$ cat src/cms_pkg.sv
// Shared constants and types for the alternating-pattern margin sequencer
package cms_pkg;

  ////////////////////////////////////////////////////////////////////////////
  // Clock and counter sizing
  localparam int CLK_PERIOD_NS = 25;
  localparam int TMR_W         = 24;

  ////////////////////////////////////////////////////////////////////////////
  // Margin timing, as printed
  localparam int STROBE_HOLD_AFTER_SELECT_NS  = 100;
  localparam int STROBE_SETUP_TO_ENABLE_NS    = 0;
  localparam int ENABLE_TO_VOLTAGE_SETUP_US   = 50;
  localparam int ENABLE_TO_RECALL_SETUP_US    = 250;
  localparam int VOLTAGE_HOLD_AFTER_RECALL_NS = 0;
  localparam int SELECT_HOLD_AFTER_VOLTAGE_NS = 100;

  // Device cycle times; plain defaults, set per part
  localparam int WRITE_PULSE_NS  = 100;
  localparam int READ_ACCESS_NS  = 250;
  localparam int STORE_PULSE_NS  = 1000;
  localparam int STORE_TIME_US   = 10000;
  localparam int RECALL_PULSE_NS = 1000;
  localparam int RECALL_TIME_US  = 20;

  ////////////////////////////////////////////////////////////////////////////
  // Cycle counts: least times round up; only strobe setup and voltage hold are clamped to one cycle
  localparam int STROBE_HOLD_CYC =
    (STROBE_HOLD_AFTER_SELECT_NS + CLK_PERIOD_NS - 1) / CLK_PERIOD_NS;
  localparam int STROBE_SETUP_CYC_RAW =
    (STROBE_SETUP_TO_ENABLE_NS + CLK_PERIOD_NS - 1) / CLK_PERIOD_NS;
  localparam int STROBE_SETUP_CYC =
    (STROBE_SETUP_CYC_RAW < 1) ? 1 : STROBE_SETUP_CYC_RAW;
  localparam int VOLT_SETUP_CYC =
    (ENABLE_TO_VOLTAGE_SETUP_US * 1000 + CLK_PERIOD_NS - 1) / CLK_PERIOD_NS;
  localparam int RECALL_SETUP_CYC =
    (ENABLE_TO_RECALL_SETUP_US * 1000 + CLK_PERIOD_NS - 1) / CLK_PERIOD_NS;
  localparam int VOLT_HOLD_CYC_RAW =
    (VOLTAGE_HOLD_AFTER_RECALL_NS + CLK_PERIOD_NS - 1) / CLK_PERIOD_NS;
  localparam int VOLT_HOLD_CYC =
    (VOLT_HOLD_CYC_RAW < 1) ? 1 : VOLT_HOLD_CYC_RAW;
  localparam int SELECT_HOLD_CYC =
    (SELECT_HOLD_AFTER_VOLTAGE_NS + CLK_PERIOD_NS - 1) / CLK_PERIOD_NS;
  localparam int WRITE_PULSE_CYC =
    (WRITE_PULSE_NS + CLK_PERIOD_NS - 1) / CLK_PERIOD_NS;
  localparam int READ_ACCESS_CYC =
    (READ_ACCESS_NS + CLK_PERIOD_NS - 1) / CLK_PERIOD_NS;
  localparam int STORE_PULSE_CYC =
    (STORE_PULSE_NS + CLK_PERIOD_NS - 1) / CLK_PERIOD_NS;
  localparam int STORE_TIME_CYC =
    (STORE_TIME_US * 1000 + CLK_PERIOD_NS - 1) / CLK_PERIOD_NS;
  localparam int RECALL_PULSE_CYC =
    (RECALL_PULSE_NS + CLK_PERIOD_NS - 1) / CLK_PERIOD_NS;
  localparam int RECALL_TIME_CYC =
    (RECALL_TIME_US * 1000 + CLK_PERIOD_NS - 1) / CLK_PERIOD_NS;

  ////////////////////////////////////////////////////////////////////////////
  // Pattern and search constants
  localparam logic [3:0] PATTERN_START   = 4'hA;
  localparam logic [7:0] LAST_ADDR_64    = 8'h3F;
  localparam logic [7:0] LAST_ADDR_128   = 8'h7F;
  localparam logic [7:0] LAST_ADDR_256   = 8'hFF;
  localparam int         ROW_BITS_SMALL  = 3;
  localparam int         ROW_BITS_LARGE  = 4;
  localparam int         LIMIT_W         = 10;
  localparam logic [9:0] FAIL_LIMIT_INIT = 10'h200;
  localparam logic [9:0] PASS_LIMIT_INIT = 10'h000;
  localparam logic [3:0] LAST_ITERATION  = 4'h8;

  ////////////////////////////////////////////////////////////////////////////
  // Types
  typedef enum logic [1:0] {
    VAR_64X4  = 2'h0,
    VAR_128X4 = 2'h1,
    VAR_256X4 = 2'h2
  } cms_variant_type;

  typedef enum logic [4:0] {
    ST_IDLE     = 5'h00,
    ST_WR_SET   = 5'h01,
    ST_WR_PULSE = 5'h03,
    ST_WR_END   = 5'h02,
    ST_STO_PUL  = 5'h06,
    ST_STO_WAIT = 5'h07,
    ST_RCL_PUL  = 5'h05,
    ST_RCL_WAIT = 5'h04,
    ST_RD_SET   = 5'h0C,
    ST_RD_SMPL  = 5'h0D,
    ST_M_SEL    = 5'h0F,
    ST_M_ENA    = 5'h0E,
    ST_M_VOLT   = 5'h0A,
    ST_M_RCL    = 5'h0B,
    ST_M_RCLW   = 5'h09,
    ST_M_VOFF   = 5'h08,
    ST_M_END    = 5'h18,
    ST_DONE     = 5'h19
  } cms_state_type;

  typedef enum logic [3:0] {
    SP_CB_WR  = 4'h0,
    SP_STORE  = 4'h1,
    SP_RECALL = 4'h3,
    SP_VERIFY = 4'h2,
    SP_ICB_WR = 4'h6,
    SP_MARGIN = 4'h7,
    SP_MREAD  = 4'h5,
    SP_CB_WR2 = 4'h4,
    SP_STORE2 = 4'hC
  } cms_step_type;

endpackage

$ cat src/cms_pattern.sv
// Address-to-nibble map of the alternating pattern for each array variant
`timescale 1ns/1ps
`default_nettype none
module cms_pattern
  import cms_pkg::*;
(
  // Walk position
  input  wire cms_variant_type variant,
  input  wire logic [7:0]      addr,
  input  wire logic            invert,
  // Pattern
  output logic [3:0]           data,
  output logic                 last
);

  logic row_lsb;
  logic col_lsb;
  logic parity;

  // Row bits sit below column bits, so the column lsb moves with the variant
  assign row_lsb = addr[0];
  assign col_lsb = (variant == VAR_256X4) ? addr[ROW_BITS_LARGE]
                                          : addr[ROW_BITS_SMALL];
  // Flip per row, repeat at a column start: even row counts make this parity
  assign parity  = row_lsb ^ col_lsb ^ invert;

  genvar gi;
  generate
    for (gi = 0; gi < 4; gi = gi + 1) begin : g_bit
      assign data[gi] = PATTERN_START[gi] ^ parity;
    end
  endgenerate

  always_comb begin
    case (variant)
      VAR_64X4:  last = (addr == LAST_ADDR_64);
      VAR_128X4: last = (addr == LAST_ADDR_128);
      default:   last = (addr == LAST_ADDR_256);
    endcase
  end

endmodule
`default_nettype wire

$ cat src/cms_seq.sv
// Checkerboard write, store, recall and margin search sequencer
// Notes on behaviour
// - 64x4: row A0-A2, column A3-A5
// - 128x4: row A0-A2, column A3-A6
// - 256x4: row A0-A3, column A4-A7
// - Pass starts at address zero with 1010
// - Each address step inverts the nibble
// - New column repeats previous nibble
// - Inverse pattern: same walk, every nibble inverted
// - Store pattern to nonvolatile array after write
// - Recall then read every location to verify
// - Store again between ones and zeros campaigns
// - Strobe held 100 ns after select, before enable
// - Enable leads margin voltage by 50 us
// - Enable leads margin recall by 250 us
// - Voltage stays until recall cycle ends
// - Select held 100 ns after voltage removed
// - Fill inverse pattern before each margin recall
// - Midpoint of limits; pass/fail replaces that limit
// - Nine iterations; result is final midpoint
`timescale 1ns/1ps
`default_nettype none
module cms_seq
  import cms_pkg::*;
#(
  parameter int STORE_WAIT_CYC  = STORE_TIME_CYC,
  parameter int RCL_SETUP_CYC   = RECALL_SETUP_CYC
)
(
  // Clock and reset
  input  wire logic             CLK_SYS,
  input  wire logic             RST,
  // Command
  input  wire logic             START,
  input  wire cms_variant_type  VARIANT,
  // Status
  output logic                  BUSY,
  output logic                  DONE,
  output logic                  VERIFY_PASS,
  output logic [LIMIT_W-1:0]    ONES_RESULT,
  output logic [LIMIT_W-1:0]    ZEROS_RESULT,
  // Memory pins
  output logic [7:0]            ADDR,
  input  wire logic [3:0]       DQ_IN,
  output logic [3:0]            DQ_OUT,
  output logic                  DQ_OE_N,
  output logic                  CS_N,
  output logic                  WE_N,
  output logic                  STORE_RECALL_N,
  output logic                  ARRAY_RECALL_N,
  // Margin supply controls
  output logic                  MARGIN_ENABLE_PIN,
  output logic                  MARGIN_VOLTAGE_PIN,
  output logic [LIMIT_W-1:0]    MARGIN_CODE,
  output logic                  MARGIN_NEGATIVE
);

  cms_state_type       state_r;
  cms_state_type       state_nxt;
  cms_step_type        step_r;
  cms_step_type        step_nxt;
  cms_variant_type     variant_r;
  logic [7:0]          addr_r;
  logic [7:0]          addr_nxt;
  logic [3:0]          iter_r;
  logic [3:0]          iter_nxt;
  logic                zeros_r;
  logic                zeros_nxt;
  logic [TMR_W-1:0]    tmr_r;
  logic                tmr_zero;
  logic                pass_end;
  logic [3:0]          pat_data;
  logic                pat_last;
  logic                mism_r;
  logic                mism_now;
  logic [LIMIT_W-1:0]  pass_lim_r;
  logic [LIMIT_W-1:0]  fail_lim_r;
  logic [LIMIT_W:0]    lim_sum;
  logic [LIMIT_W-1:0]  mid;
  logic [LIMIT_W:0]    fin_sum;

  ////////////////////////////////////////////////////////////////////////////
  // Pattern source

  cms_pattern u_pattern (
    .variant (variant_r),
    .addr    (addr_r),
    .invert  (step_r == SP_ICB_WR),
    .data    (pat_data),
    .last    (pat_last)
  );

  ////////////////////////////////////////////////////////////////////////////
  // State dwell times; pins follow the state one cycle later, so every
  // interval between pin edges equals the dwell of the states between them

  function automatic logic [TMR_W-1:0] dwell(input cms_state_type st);
    int n;
    case (st)
      ST_WR_PULSE: n = WRITE_PULSE_CYC;
      ST_RD_SET:   n = READ_ACCESS_CYC;
      ST_STO_PUL:  n = STORE_PULSE_CYC;
      ST_STO_WAIT: n = STORE_WAIT_CYC;
      ST_RCL_PUL:  n = RECALL_PULSE_CYC;
      ST_RCL_WAIT: n = RECALL_TIME_CYC;
      ST_M_SEL:    n = STROBE_HOLD_CYC;
      ST_M_ENA:    n = VOLT_SETUP_CYC;
      ST_M_VOLT:   n = RCL_SETUP_CYC - VOLT_SETUP_CYC;
      ST_M_RCL:    n = RECALL_PULSE_CYC;
      ST_M_RCLW:   n = RECALL_TIME_CYC + VOLT_HOLD_CYC;
      ST_M_VOFF:   n = SELECT_HOLD_CYC;
      default:     n = 1;
    endcase
    dwell = TMR_W'(n - 1);
  endfunction

  ////////////////////////////////////////////////////////////////////////////
  // Sequence control

  assign tmr_zero = (tmr_r == '0);

  always_comb begin
    state_nxt = state_r;
    step_nxt  = step_r;
    addr_nxt  = addr_r;
    iter_nxt  = iter_r;
    zeros_nxt = zeros_r;
    pass_end  = 1'b0;
    if (state_r == ST_IDLE) begin
      if (START) begin
        step_nxt  = SP_CB_WR;
        addr_nxt  = 8'h00;
        iter_nxt  = 4'h0;
        zeros_nxt = 1'b0;
        state_nxt = ST_WR_SET;
      end
    end else if (tmr_zero) begin
      case (state_r)
        ST_WR_SET:   state_nxt = ST_WR_PULSE;
        ST_WR_PULSE: state_nxt = ST_WR_END;
        ST_WR_END: begin
          if (pat_last) begin
            addr_nxt = 8'h00;
            pass_end = 1'b1;
          end else begin
            addr_nxt  = addr_r + 8'h01;
            state_nxt = ST_WR_SET;
          end
        end
        ST_RD_SET:   state_nxt = ST_RD_SMPL;
        ST_RD_SMPL: begin
          if (pat_last) begin
            addr_nxt = 8'h00;
            pass_end = 1'b1;
          end else begin
            addr_nxt  = addr_r + 8'h01;
            state_nxt = ST_RD_SET;
          end
        end
        ST_STO_PUL:  state_nxt = ST_STO_WAIT;
        ST_STO_WAIT: pass_end  = 1'b1;
        ST_RCL_PUL:  state_nxt = ST_RCL_WAIT;
        ST_RCL_WAIT: pass_end  = 1'b1;
        ST_M_SEL:    state_nxt = ST_M_ENA;
        ST_M_ENA:    state_nxt = ST_M_VOLT;
        ST_M_VOLT:   state_nxt = ST_M_RCL;
        ST_M_RCL:    state_nxt = ST_M_RCLW;
        ST_M_RCLW:   state_nxt = ST_M_VOFF;
        ST_M_VOFF:   state_nxt = ST_M_END;
        ST_M_END:    pass_end  = 1'b1;
        ST_DONE:     state_nxt = ST_IDLE;
        default:     state_nxt = ST_IDLE;
      endcase
    end
    if (pass_end) begin
      case (step_r)
        SP_CB_WR: begin
          step_nxt  = SP_STORE;
          state_nxt = ST_STO_PUL;
        end
        SP_STORE: begin
          step_nxt  = SP_RECALL;
          state_nxt = ST_RCL_PUL;
        end
        SP_RECALL: begin
          step_nxt  = SP_VERIFY;
          state_nxt = ST_RD_SET;
        end
        SP_VERIFY: begin
          step_nxt  = SP_ICB_WR;
          state_nxt = ST_WR_SET;
        end
        SP_ICB_WR: begin
          step_nxt  = SP_MARGIN;
          state_nxt = ST_M_SEL;
        end
        SP_MARGIN: begin
          step_nxt  = SP_MREAD;
          state_nxt = ST_RD_SET;
        end
        SP_MREAD: begin
          if (iter_r == LAST_ITERATION) begin
            iter_nxt = 4'h0;
            if (!zeros_r) begin
              zeros_nxt = 1'b1;
              step_nxt  = SP_CB_WR2;
              state_nxt = ST_WR_SET;
            end else begin
              state_nxt = ST_DONE;
            end
          end else begin
            iter_nxt  = iter_r + 4'h1;
            step_nxt  = SP_ICB_WR;
            state_nxt = ST_WR_SET;
          end
        end
        SP_CB_WR2: begin
          step_nxt  = SP_STORE2;
          state_nxt = ST_STO_PUL;
        end
        SP_STORE2: begin
          step_nxt  = SP_ICB_WR;
          state_nxt = ST_WR_SET;
        end
        default: state_nxt = ST_IDLE;
      endcase
    end
  end

  always_ff @(posedge CLK_SYS) begin
    if (RST) begin
      state_r <= ST_IDLE;
      step_r  <= SP_CB_WR;
      addr_r  <= 8'h00;
      iter_r  <= 4'h0;
      zeros_r <= 1'b0;
    end else begin
      state_r <= state_nxt;
      step_r  <= step_nxt;
      addr_r  <= addr_nxt;
      iter_r  <= iter_nxt;
      zeros_r <= zeros_nxt;
    end
  end

  // Variant is caught at start so a change mid-run cannot tear the walk
  always_ff @(posedge CLK_SYS) begin
    if (RST) begin
      variant_r <= VAR_64X4;
    end else if (state_r == ST_IDLE && START) begin
      variant_r <= VARIANT;
    end
  end

  always_ff @(posedge CLK_SYS) begin
    if (RST) begin
      tmr_r <= '0;
    end else if (state_nxt != state_r) begin
      tmr_r <= dwell(state_nxt);
    end else if (!tmr_zero) begin
      tmr_r <= tmr_r - TMR_W'(1);
    end
  end

  ////////////////////////////////////////////////////////////////////////////
  // Read-back compare and binary search

  assign mism_now = (DQ_IN != pat_data) | ((addr_r != 8'h00) & mism_r);
  assign lim_sum  = {1'b0, pass_lim_r} + {1'b0, fail_lim_r};
  assign mid      = lim_sum[LIMIT_W:1];
  assign fin_sum  = mism_now ? ({1'b0, pass_lim_r} + {1'b0, mid})
                             : ({1'b0, mid} + {1'b0, fail_lim_r});

  always_ff @(posedge CLK_SYS) begin
    if (RST) begin
      mism_r      <= 1'b0;
      VERIFY_PASS <= 1'b0;
    end else if (state_r == ST_RD_SMPL && tmr_zero) begin
      mism_r <= mism_now;
      if (pat_last && step_r == SP_VERIFY) begin
        VERIFY_PASS <= !mism_now;
      end
    end
  end

  always_ff @(posedge CLK_SYS) begin
    if (RST) begin
      pass_lim_r   <= PASS_LIMIT_INIT;
      fail_lim_r   <= FAIL_LIMIT_INIT;
      ONES_RESULT  <= '0;
      ZEROS_RESULT <= '0;
    end else if (step_r == SP_VERIFY || step_r == SP_CB_WR2) begin
      pass_lim_r <= PASS_LIMIT_INIT;
      fail_lim_r <= FAIL_LIMIT_INIT;
    end else if (step_r == SP_MREAD && state_r == ST_RD_SMPL
                 && tmr_zero && pat_last) begin
      if (mism_now) begin
        fail_lim_r <= mid;
      end else begin
        pass_lim_r <= mid;
      end
      if (iter_r == LAST_ITERATION) begin
        if (zeros_r) begin
          ZEROS_RESULT <= fin_sum[LIMIT_W:1];
        end else begin
          ONES_RESULT <= fin_sum[LIMIT_W:1];
        end
      end
    end
  end

  ////////////////////////////////////////////////////////////////////////////
  // Pin drive, one register stage behind the state

  always_ff @(posedge CLK_SYS) begin
    if (RST) begin
      ADDR               <= 8'h00;
      DQ_OUT             <= 4'h0;
      DQ_OE_N            <= 1'b1;
      CS_N               <= 1'b1;
      WE_N               <= 1'b1;
      STORE_RECALL_N     <= 1'b1;
      ARRAY_RECALL_N     <= 1'b1;
      MARGIN_ENABLE_PIN  <= 1'b0;
      MARGIN_VOLTAGE_PIN <= 1'b0;
    end else begin
      ADDR    <= addr_r;
      DQ_OUT  <= pat_data;
      DQ_OE_N <= !(state_r == ST_WR_SET || state_r == ST_WR_PULSE
                   || state_r == ST_WR_END);
      CS_N    <= !(state_r == ST_WR_SET || state_r == ST_WR_PULSE
                   || state_r == ST_RD_SET || state_r == ST_RD_SMPL
                   || state_r == ST_M_SEL || state_r == ST_M_ENA
                   || state_r == ST_M_VOLT || state_r == ST_M_RCL
                   || state_r == ST_M_RCLW || state_r == ST_M_VOFF);
      // Margin strobe goes low with select and stays low until release; a write strobes in ST_WR_PULSE only
      WE_N    <= !(state_r == ST_WR_PULSE || state_r == ST_M_SEL
                   || state_r == ST_M_ENA || state_r == ST_M_VOLT
                   || state_r == ST_M_RCL || state_r == ST_M_RCLW
                   || state_r == ST_M_VOFF);
      STORE_RECALL_N    <= !(state_r == ST_STO_PUL);
      ARRAY_RECALL_N    <= !(state_r == ST_RCL_PUL || state_r == ST_M_RCL);
      MARGIN_ENABLE_PIN <= (state_r == ST_M_ENA || state_r == ST_M_VOLT
                            || state_r == ST_M_RCL || state_r == ST_M_RCLW
                            || state_r == ST_M_VOFF);
      MARGIN_VOLTAGE_PIN <= (state_r == ST_M_VOLT || state_r == ST_M_RCL
                             || state_r == ST_M_RCLW);
    end
  end

  always_ff @(posedge CLK_SYS) begin
    if (RST) begin
      MARGIN_CODE     <= '0;
      MARGIN_NEGATIVE <= 1'b0;
      BUSY            <= 1'b0;
      DONE            <= 1'b0;
    end else begin
      MARGIN_CODE     <= mid;
      MARGIN_NEGATIVE <= zeros_r;
      BUSY            <= (state_r != ST_IDLE);
      DONE            <= (state_r == ST_DONE);
    end
  end

endmodule
`default_nettype wire

$ cat config.mk
export PLATFORM = sky130hd
export DESIGN_NAME = cms_seq
export DESIGN_NICKNAME = d
export VERILOG_FILES = /design/src/cms_pkg.sv /design/src/cms_pattern.sv /design/src/cms_seq.sv
export SDC_FILE = /design/constraint.sdc
export NUM_CORES = 1
export LEC_CHECK = 0
export BUFFER_PORTS_ARGS = -buffer_cell sky130_fd_sc_hd__buf_4
export CORE_MARGIN = 3
export CORE_UTILIZATION = 50
export CTS_CLUSTER_DIAMETER = 200
export CTS_CLUSTER_SIZE = 40
export DETAILED_ROUTE_END_ITERATION = 8
export PLACE_DENSITY_LB_ADDON = 0.08
export SETUP_SLACK_MARGIN = 0.3
export SYNTH_ARGS = -nofsm -noshare
export SYNTH_HDL_FRONTEND = slang
export SYNTH_SLANG_ARGS = --single-unit
$ cat constraint.sdc
create_clock -name CLK_SYS -period 5.6 [get_ports CLK_SYS]
set_clock_uncertainty 0.15 [all_clocks]
set_input_delay 0.28 -clock CLK_SYS [delete_from_list [all_inputs] [get_ports CLK_SYS]]
set_output_delay 0.28 -clock CLK_SYS [all_outputs]
set_load 0.02 [all_outputs]
==> results of run 1 <==
-- routing by layer --
layer,routed length (µm),track usage [%]
met5,0,0
met4,314,8.37
met3,1130,6.54
met2,8230,37.1
met1,8140,32.7
-- placed cells by master, fill, tap and decap left out, drive strengths merged, types with 4 or more instances in the layout --
master / Yosys / routed
a21boi: 5 / 5
dfxtp: 120 / 120
nor3: 30 / 30
a31o: 4 / 4
a31oi: 5 / 5
mux2: 10 / 10
nor2: 97 / 97
o211ai: 6 / 6
a21oi: 71 / 71
nand4: 7 / 7
nand2b: 13 / 13
nand4b: 6 / 6
and3: 5 / 5
xor2: 21 / 21
or2: 5 / 5
nor2b: 22 / 22
mux2i: 21 / 21
xnor2: 33 / 33
o21ai: 34 / 34
clkbuf: 28 / 27
or3: 9 / 9
a22oi: 4 / 4
a211oi: 22 / 22
inv: 29 / 29
nand3: 25 / 25
a311oi: 4 / 4
a21o: 7 / 7
or4: 9 / 9
nor4: 11 / 11
o21a: 4 / 4
ha: 29 / 29
nand2: 92 / 92
buf: 12 / 71
-- layout make-up --
class	count	area (µm²)	area share [%]
clock inverters	2	60.1	0.740
repair buffers	73	553	6.82
multi-input cells	657	4250	52.3
clock buffers	27	523	6.45
well taps	176	220	2.71
flip-flops and latches	120	2400	29.6
inverters	29	109	1.34
-- metrics by stage --
step,total power [mW],hold slack (ns),std cells,utilization (%)
floorplan,1.81,0.266,846,-
global placement,2.02,0.297,1053,56.0
detailed placement,2.04,0.298,1053,56.0
global route,3.30,0.270,1084,60.6
finish,3.13,0.255,1084,60.6
CTS,3.14,0.232,1084,60.5
-- report_power, final --
group	leakage (nW)	internal, mW	switching [mW]	total (mW)
Combinational	1.95	0.402	0.624	1.03
Clock	0.286	0.718	0.366	1.08
Sequential	0.974	0.940	0.0785	1.02
-- sequential cells by signal, summed over array words and instances (netlist names), 2 cells and up --
| register | flops |
|---|---|
| pass_lim_r | 10 |
| step_r | 4 |
| ONES_RESULT | 10 |
| addr_r | 8 |
| MARGIN_CODE | 10 |
| ADDR | 8 |
| variant_r | 2 |
| ZEROS_RESULT | 10 |
| tmr_r | 24 |
| fail_lim_r | 10 |
| DQ_OUT | 2 |
| iter_r | 4 |
| state_r | 5 |
-- repair_timing --
action	4_1_cts	5_1_grt
hold endpoints to repair	2	0
hold buffers	2	0
gates resized for setup	0	1
setup endpoints to repair	0	16
buffers inserted	0	0
-- path summary, 6_finish.rpt --
check	start	end	cells after the start
setup / recovery	tmr_r[15]	tmr_r[10]	14
hold / removal	START	variant_r[1]	5
setup reg to reg	tmr_r[15]	tmr_r[10]	14
hold reg to reg	VERIFY_PASS	VERIFY_PASS	2
-- cell families (layout without fill, tap and decap cells) --
| group | after synthesis | count (layout) | share of synthesized area, % |
|---|---|---|---|
| fa+ha+maj | 32 | 32 | 5.96 |
| buf+inv | 69 | 131 | 4.15 |
| compound gates | 190 | 190 | 17.7 |
| simple gates | 350 | 350 | 26.0 |
| xor+xnor | 54 | 54 | 6.82 |
| flops | 120 | 120 | 34.7 |
| mux | 31 | 31 | 4.66 |
-- cells in the mapped netlist (all sizes together), types with 9 or more instances --
cell	n	area (µm²)
dfxtp	120	2400
nor2	97	364
nand2	92	353
a21oi	71	363
o21ai	34	178
xnor2	33	289
nor3	30	165
ha	29	363
inv	29	109
clkbuf	28	105
nand3	25	125
a211oi	22	170
nor2b	22	138
mux2i	21	210
xor2	21	184
nand2b	13	81.3
buf	12	73.8
nor4	11	114
mux2	10	113
or3	9	56.3
or4	9	71.3
-- worst min-delay path, cell delays in order --
cell and delay [ns]:
buf_4 0.12, nor2_1 0.10, nor2_1 0.12, nand2_1 0.09
a21oi_1 0.05
==> results.yml, run 1 <==
worst_setup_path:
  crit_path_max_fanout: 10
  cp-start-kind: "register"
  crit_top_cell: "or4_1"
  path_class: "register to register"
  reg2reg_slack_ns: 0.57
  cpPeakStageDelay_ns: 0.80
  required_ns: 5.77
  crit_arrival_ns: 5.20
  path_cells: "or4_1 -> nand2b_1 -> or4_1 -> a21oi_1 -> a211oi_1 -> a22oi_2 -> inv_1 -> ha_1 -> o41a_1 -> mux2i_1 -> o22ai_1 -> nor4_4 -> nand2_2 -> a311oi_2"
  critical_path.top_delay_family: "simple AND/OR/NAND/NOR gates"
  endpoint_kind: "register"
  path_buf_inv: 1
  cpMaxStageDelayCell: "or4_1"
yosys:
  synthArstFlopShare_pct: 0
  synth_top_flop_cell: "dfxtp_1"
  synthCells: 846
  avgSynthCellArea_um2: 8.19
  synth_cell_type_count: 75
  syn_nets: 886
  synth_edf_count: 0
  yosys_warnings: 0
  synth-seq-area-share_pct: 34.7
  syn_area_um2: 6930
  ys_ff_latch: 120
drt:
  drc: 0
  wl_per_cell_um: 16.4
  avgViaCountPerCell: 5.75
  ant_nets: 0
  drtIter0Drc: 443
  firstDrtPassIters: 6
  vias: 6235
  routed_wl_um: 17800
cts:
  clock-sinks: 120
  cts_buffers: 17
  cts_tree: "done"
  clk_pin_slew_ns: 0.05
  htreeDepth: 4
  clk_latency_ns: 0.42
  clockBufferDepth: 2
  root_buffer: "clkbuf_16"
power_and_ir_drop:
  p_leak_nw: 3.21
  vdd_drop_max_uv: 243
  p_per_area_nw_per_um2: 386
global_route:
  grt-ovfl-total: 0
  grt_max_degree: 72
  grt_pass1_wl_um: 29100
  antenna_found_initial: 0
  grt_pass1_vias: 5886
  track_usage_pct: 24.2
finish:
  num_antenna_cells: 0
  fin_area_um2: 8110
  synthToLayoutAreaGrowth_pct: 17.1
  nNetsFinal: 938
  layout-drive-gt1-share_pct: 15.2
  n_fill_cell: 1195
min_path:
  hold_path_class: "input port to register"
floorplan:
  io_pins: 62
  core-area_um2: 13400
  die_h_um: 124
  die-area_um2: 15300
  rows: 42
  die_w_um: 124
  floorplan.initialDensity_pct: 51.7
timing:
  setup_viol: 0
  slew_headroom_pct: 39.3
  finalWorstSetupSlack_ns: 0.567
  min_period_ns: 5.03
  fmax_mhz: 199
  final_hold_viol_count: 0
  rsz0062_at_grt: "no"
  fin_crit_sh_pct: 89.9
  tightest_slew_ns: 0.902
  tns_ns: 0
  report.final.slew_viol_count: 0
placement:
  hpwl_um: 12900
  dp_slack_ns: 0.489
  io_buffers: 61
  placed_area_um2: 7510
  place.gp.congestion: 0.933
flow_run:
  drv_cap: 0
outcome:
  outcome: "completed"
Note: power is estimated with default switching activity, not from simulation.
==> inputs of run 2 (changes only) <==
ABC_AREA = 1   (was not set)
==> run 2 against run 1 <==
Combinational power rose by 60%. Critical endpoint unchanged. Flip-flop and latch count did not move. Cell area rose by 0.65%.
==> results.yml, run 2 <==
finish:
  largest-register: "tmr_r"
  fin_area_um2: 8170
  synthToLayoutAreaGrowth_pct: 17.1
  layout_commonest_cell: "nand2_1"
  nNetsFinal: 1092
  layout-drive-gt1-share_pct: 16.3
  most-common-layout-cells: "187 x nand2_1, 124 x nor2_1, 120 x dfxtp_1"
  final_core_util_pct: 60.7
  largest_reg_flops: 24
  num_antenna_cells: 0
power_and_ir_drop:
  vdd_drop_max_uv: 327
  p_leak_nw: 3.90
  p_per_area_nw_per_um2: 469
floorplan:
  die-area_um2: 15400
  floorplan.initialDensity_pct: 51.8
  io_pins: 62
  core-area_um2: 13500
  die_w_um: 124
  rows: 42
  die_h_um: 124
worst_setup_path:
  path_class: "register to register"
  r2r_cells: 25
  critPathLaunch: "tmr_r[0]"
  critical_path.top_delay_family: "simple AND/OR/NAND/NOR gates"
  regToRegEndpoint: "tmr_r[10]"
  path_buf_inv: 4
  r2r_start: "tmr_r[0]"
  crit_arrival_ns: 4.08
  crit_path_max_fanout: 7
  endpoint_kind: "register"
  cpMaxStageDelayCell: "dfxtp_1"
  reg2reg_slack_ns: 1.64
  crit_cells: 25
  worstSetupEndpoint: "tmr_r[10]"
  cpPeakStageDelay_ns: 0.32
  cp-start-kind: "register"
  required_ns: 5.72
global_route:
  track_usage_pct: 24.2
  grt_pass1_vias: 6024
  grt-ovfl-total: 0
  antenna_found_initial: 0
  grt_max_degree: 48
  grt_pass1_wl_um: 29600
drt:
  drtIter0Drc: 521
  avgViaCountPerCell: 5.23
  routed_wl_um: 17600
  ant_nets: 0
  wl_per_cell_um: 14.2
  drc: 0
  vias: 6479
  firstDrtPassIters: 5
timing:
  final_hold_viol_count: 0
  fin_crit_sh_pct: 70.7
  fmax_mhz: 253
  report.final.slew_viol_count: 0
  tightest_slew_ns: 1.09
  whs_ns: 0.205
  slew_headroom_pct: 26.4
  rsz0062_at_grt: "no"
  finalWorstSetupSlack_ns: 1.64
  tns_ns: 0
  min_period_ns: 3.96
  setup_viol: 0
yosys:
  synthArstFlopShare_pct: 0
  syn_area_um2: 6970
  synth_cell_type_count: 58
  avgSynthCellArea_um2: 7.02
  synth_edf_count: 0
  synth_area_leaders: "dfxtp_1 34%, nand2_1 10%, nor2_1 6.7%, inv_1 6.0%, a21oi_1 5.5%"
  ys_ff_latch: 120
  syn_nets: 1033
  yosys_warnings: 0
  synthCells: 993
  synth_top_flop_cell: "dfxtp_1"
  synth-seq-area-share_pct: 34.5
  yosysTopAreaCell: "dfxtp_1"
  synth_most_common_cell: "nand2_1"
  synthTopCellsByCount: "187 x nand2_1, 124 x nor2_1, 120 x dfxtp_1"
  synth_top_area_share_pct: 34.5
placement:
  placed_area_um2: 7540
  dp_slack_ns: 1.69
  place.gp.congestion: 0.881
  io_buffers: 61
  hpwl_um: 12500
cts:
  clockBufferDepth: 2
  clk_pin_slew_ns: 0.06
  cts_buffers: 17
  cts_tree: "done"
  clk_latency_ns: 0.41
  htreeDepth: 4
  ctsResizeCount: 0
  clock-sinks: 120
  root_buffer: "clkbuf_16"
outcome:
  outcome: "completed"
min_path:
  hold_path_class: "input port to register"
flow_run:
  drv_cap: 0
-- run 2: cell count changes in the layout (fill, tap and decap cells not counted), sizes merged, moves of 22 or more --
cell   change
o21ai     +44
nor2b     -22
inv      +100
nand3     +49
xnor2     -23
nand2    +109
nor2      +44
-- run 2: timing repair --
| action | in CTS | in global routing |
|---|---|---|
| hold endpoints to repair | 2 | 0 |
| buffers inserted | 0 | 0 |
| hold buffers | 2 | 0 |
-- run 2: worst min-delay path by stage --
stage | start | endpoint | depth (start not counted)
finish | RST | MARGIN_CODE[7] | 2
global route | RST | MARGIN_CODE[7] | 2
CTS | RST | MARGIN_CODE[8] | 2
detailed placement | fail_lim_r[5] | fail_lim_r[5] | 2
global placement | variant_r[0] | variant_r[0] | 2
floorplan | VARIANT[1] | variant_r[1] | 2
-- run 2: logic make-up after synthesis --
group / count (synthesis) / share of synthesized area [%]
compound gates: 196 / 15.9
xor+xnor: 29 / 3.64
fa+ha+maj: 31 / 5.78
buf+inv: 157 / 8.94
flops: 120 / 34.5
simple gates: 460 / 31.3
-- run 2: where the power goes --
part	total [mW]	switching, mW	internal, mW
logic	1.65	1.12	0.532
registers	1.06	0.0983	0.965
clock network	1.11	0.392	0.719
total	3.83	1.61	2.22
-- run 2: layout make-up --
cell class | count | area, µm²
flip-flops and latches | 120 | 2400
clock inverters | 12 | 151
repair buffers | 66 | 500
multi-input cells | 716 | 3950
clock buffers | 19 | 453
fillers | 1272 | 5290
well taps | 176 | 220
inverters | 131 | 493
-- run 2: metrics by stage --
stage,power [mW],std cells
after detailed placement,2.70,1207
after CTS,3.83,1240
final,3.83,1240
after floorplan,2.37,993
after global routing,4.11,1240
after global placement,2.70,1207
-- run 2: worst reg2reg max path: stages (launching register included) --
cell,delay (ns)
dfxtp_1,0.32
inv_1,0.09
ha_1,0.21
nand4_1,0.19
nor2_1,0.20
nand2_1,0.13
nor2_1,0.17
nand2_1,0.07
inv_1,0.08
nand3b_2,0.14
nor2_4,0.21
nand2_1,0.08
nand2_1,0.06
a22oi_1,0.07
nor2_1,0.26
ha_1,0.23
nand3_1,0.14
nor3_2,0.24
inv_1,0.08
ha_1,0.23
nand3_2,0.12
inv_2,0.04
nand2_2,0.09
nor2_4,0.06
o21ai_1,0.13
nor2_1,0.05
-- run 2: per-layer routing --
metal	GRT usage (%)	wire length [µm]	vias to the layer above
met5	0	0	-
li1	-	-	3376
met1	32.4	8410	2917
met2	39.4	8160	169
met4	7.12	238	0
met3	5.18	792	17
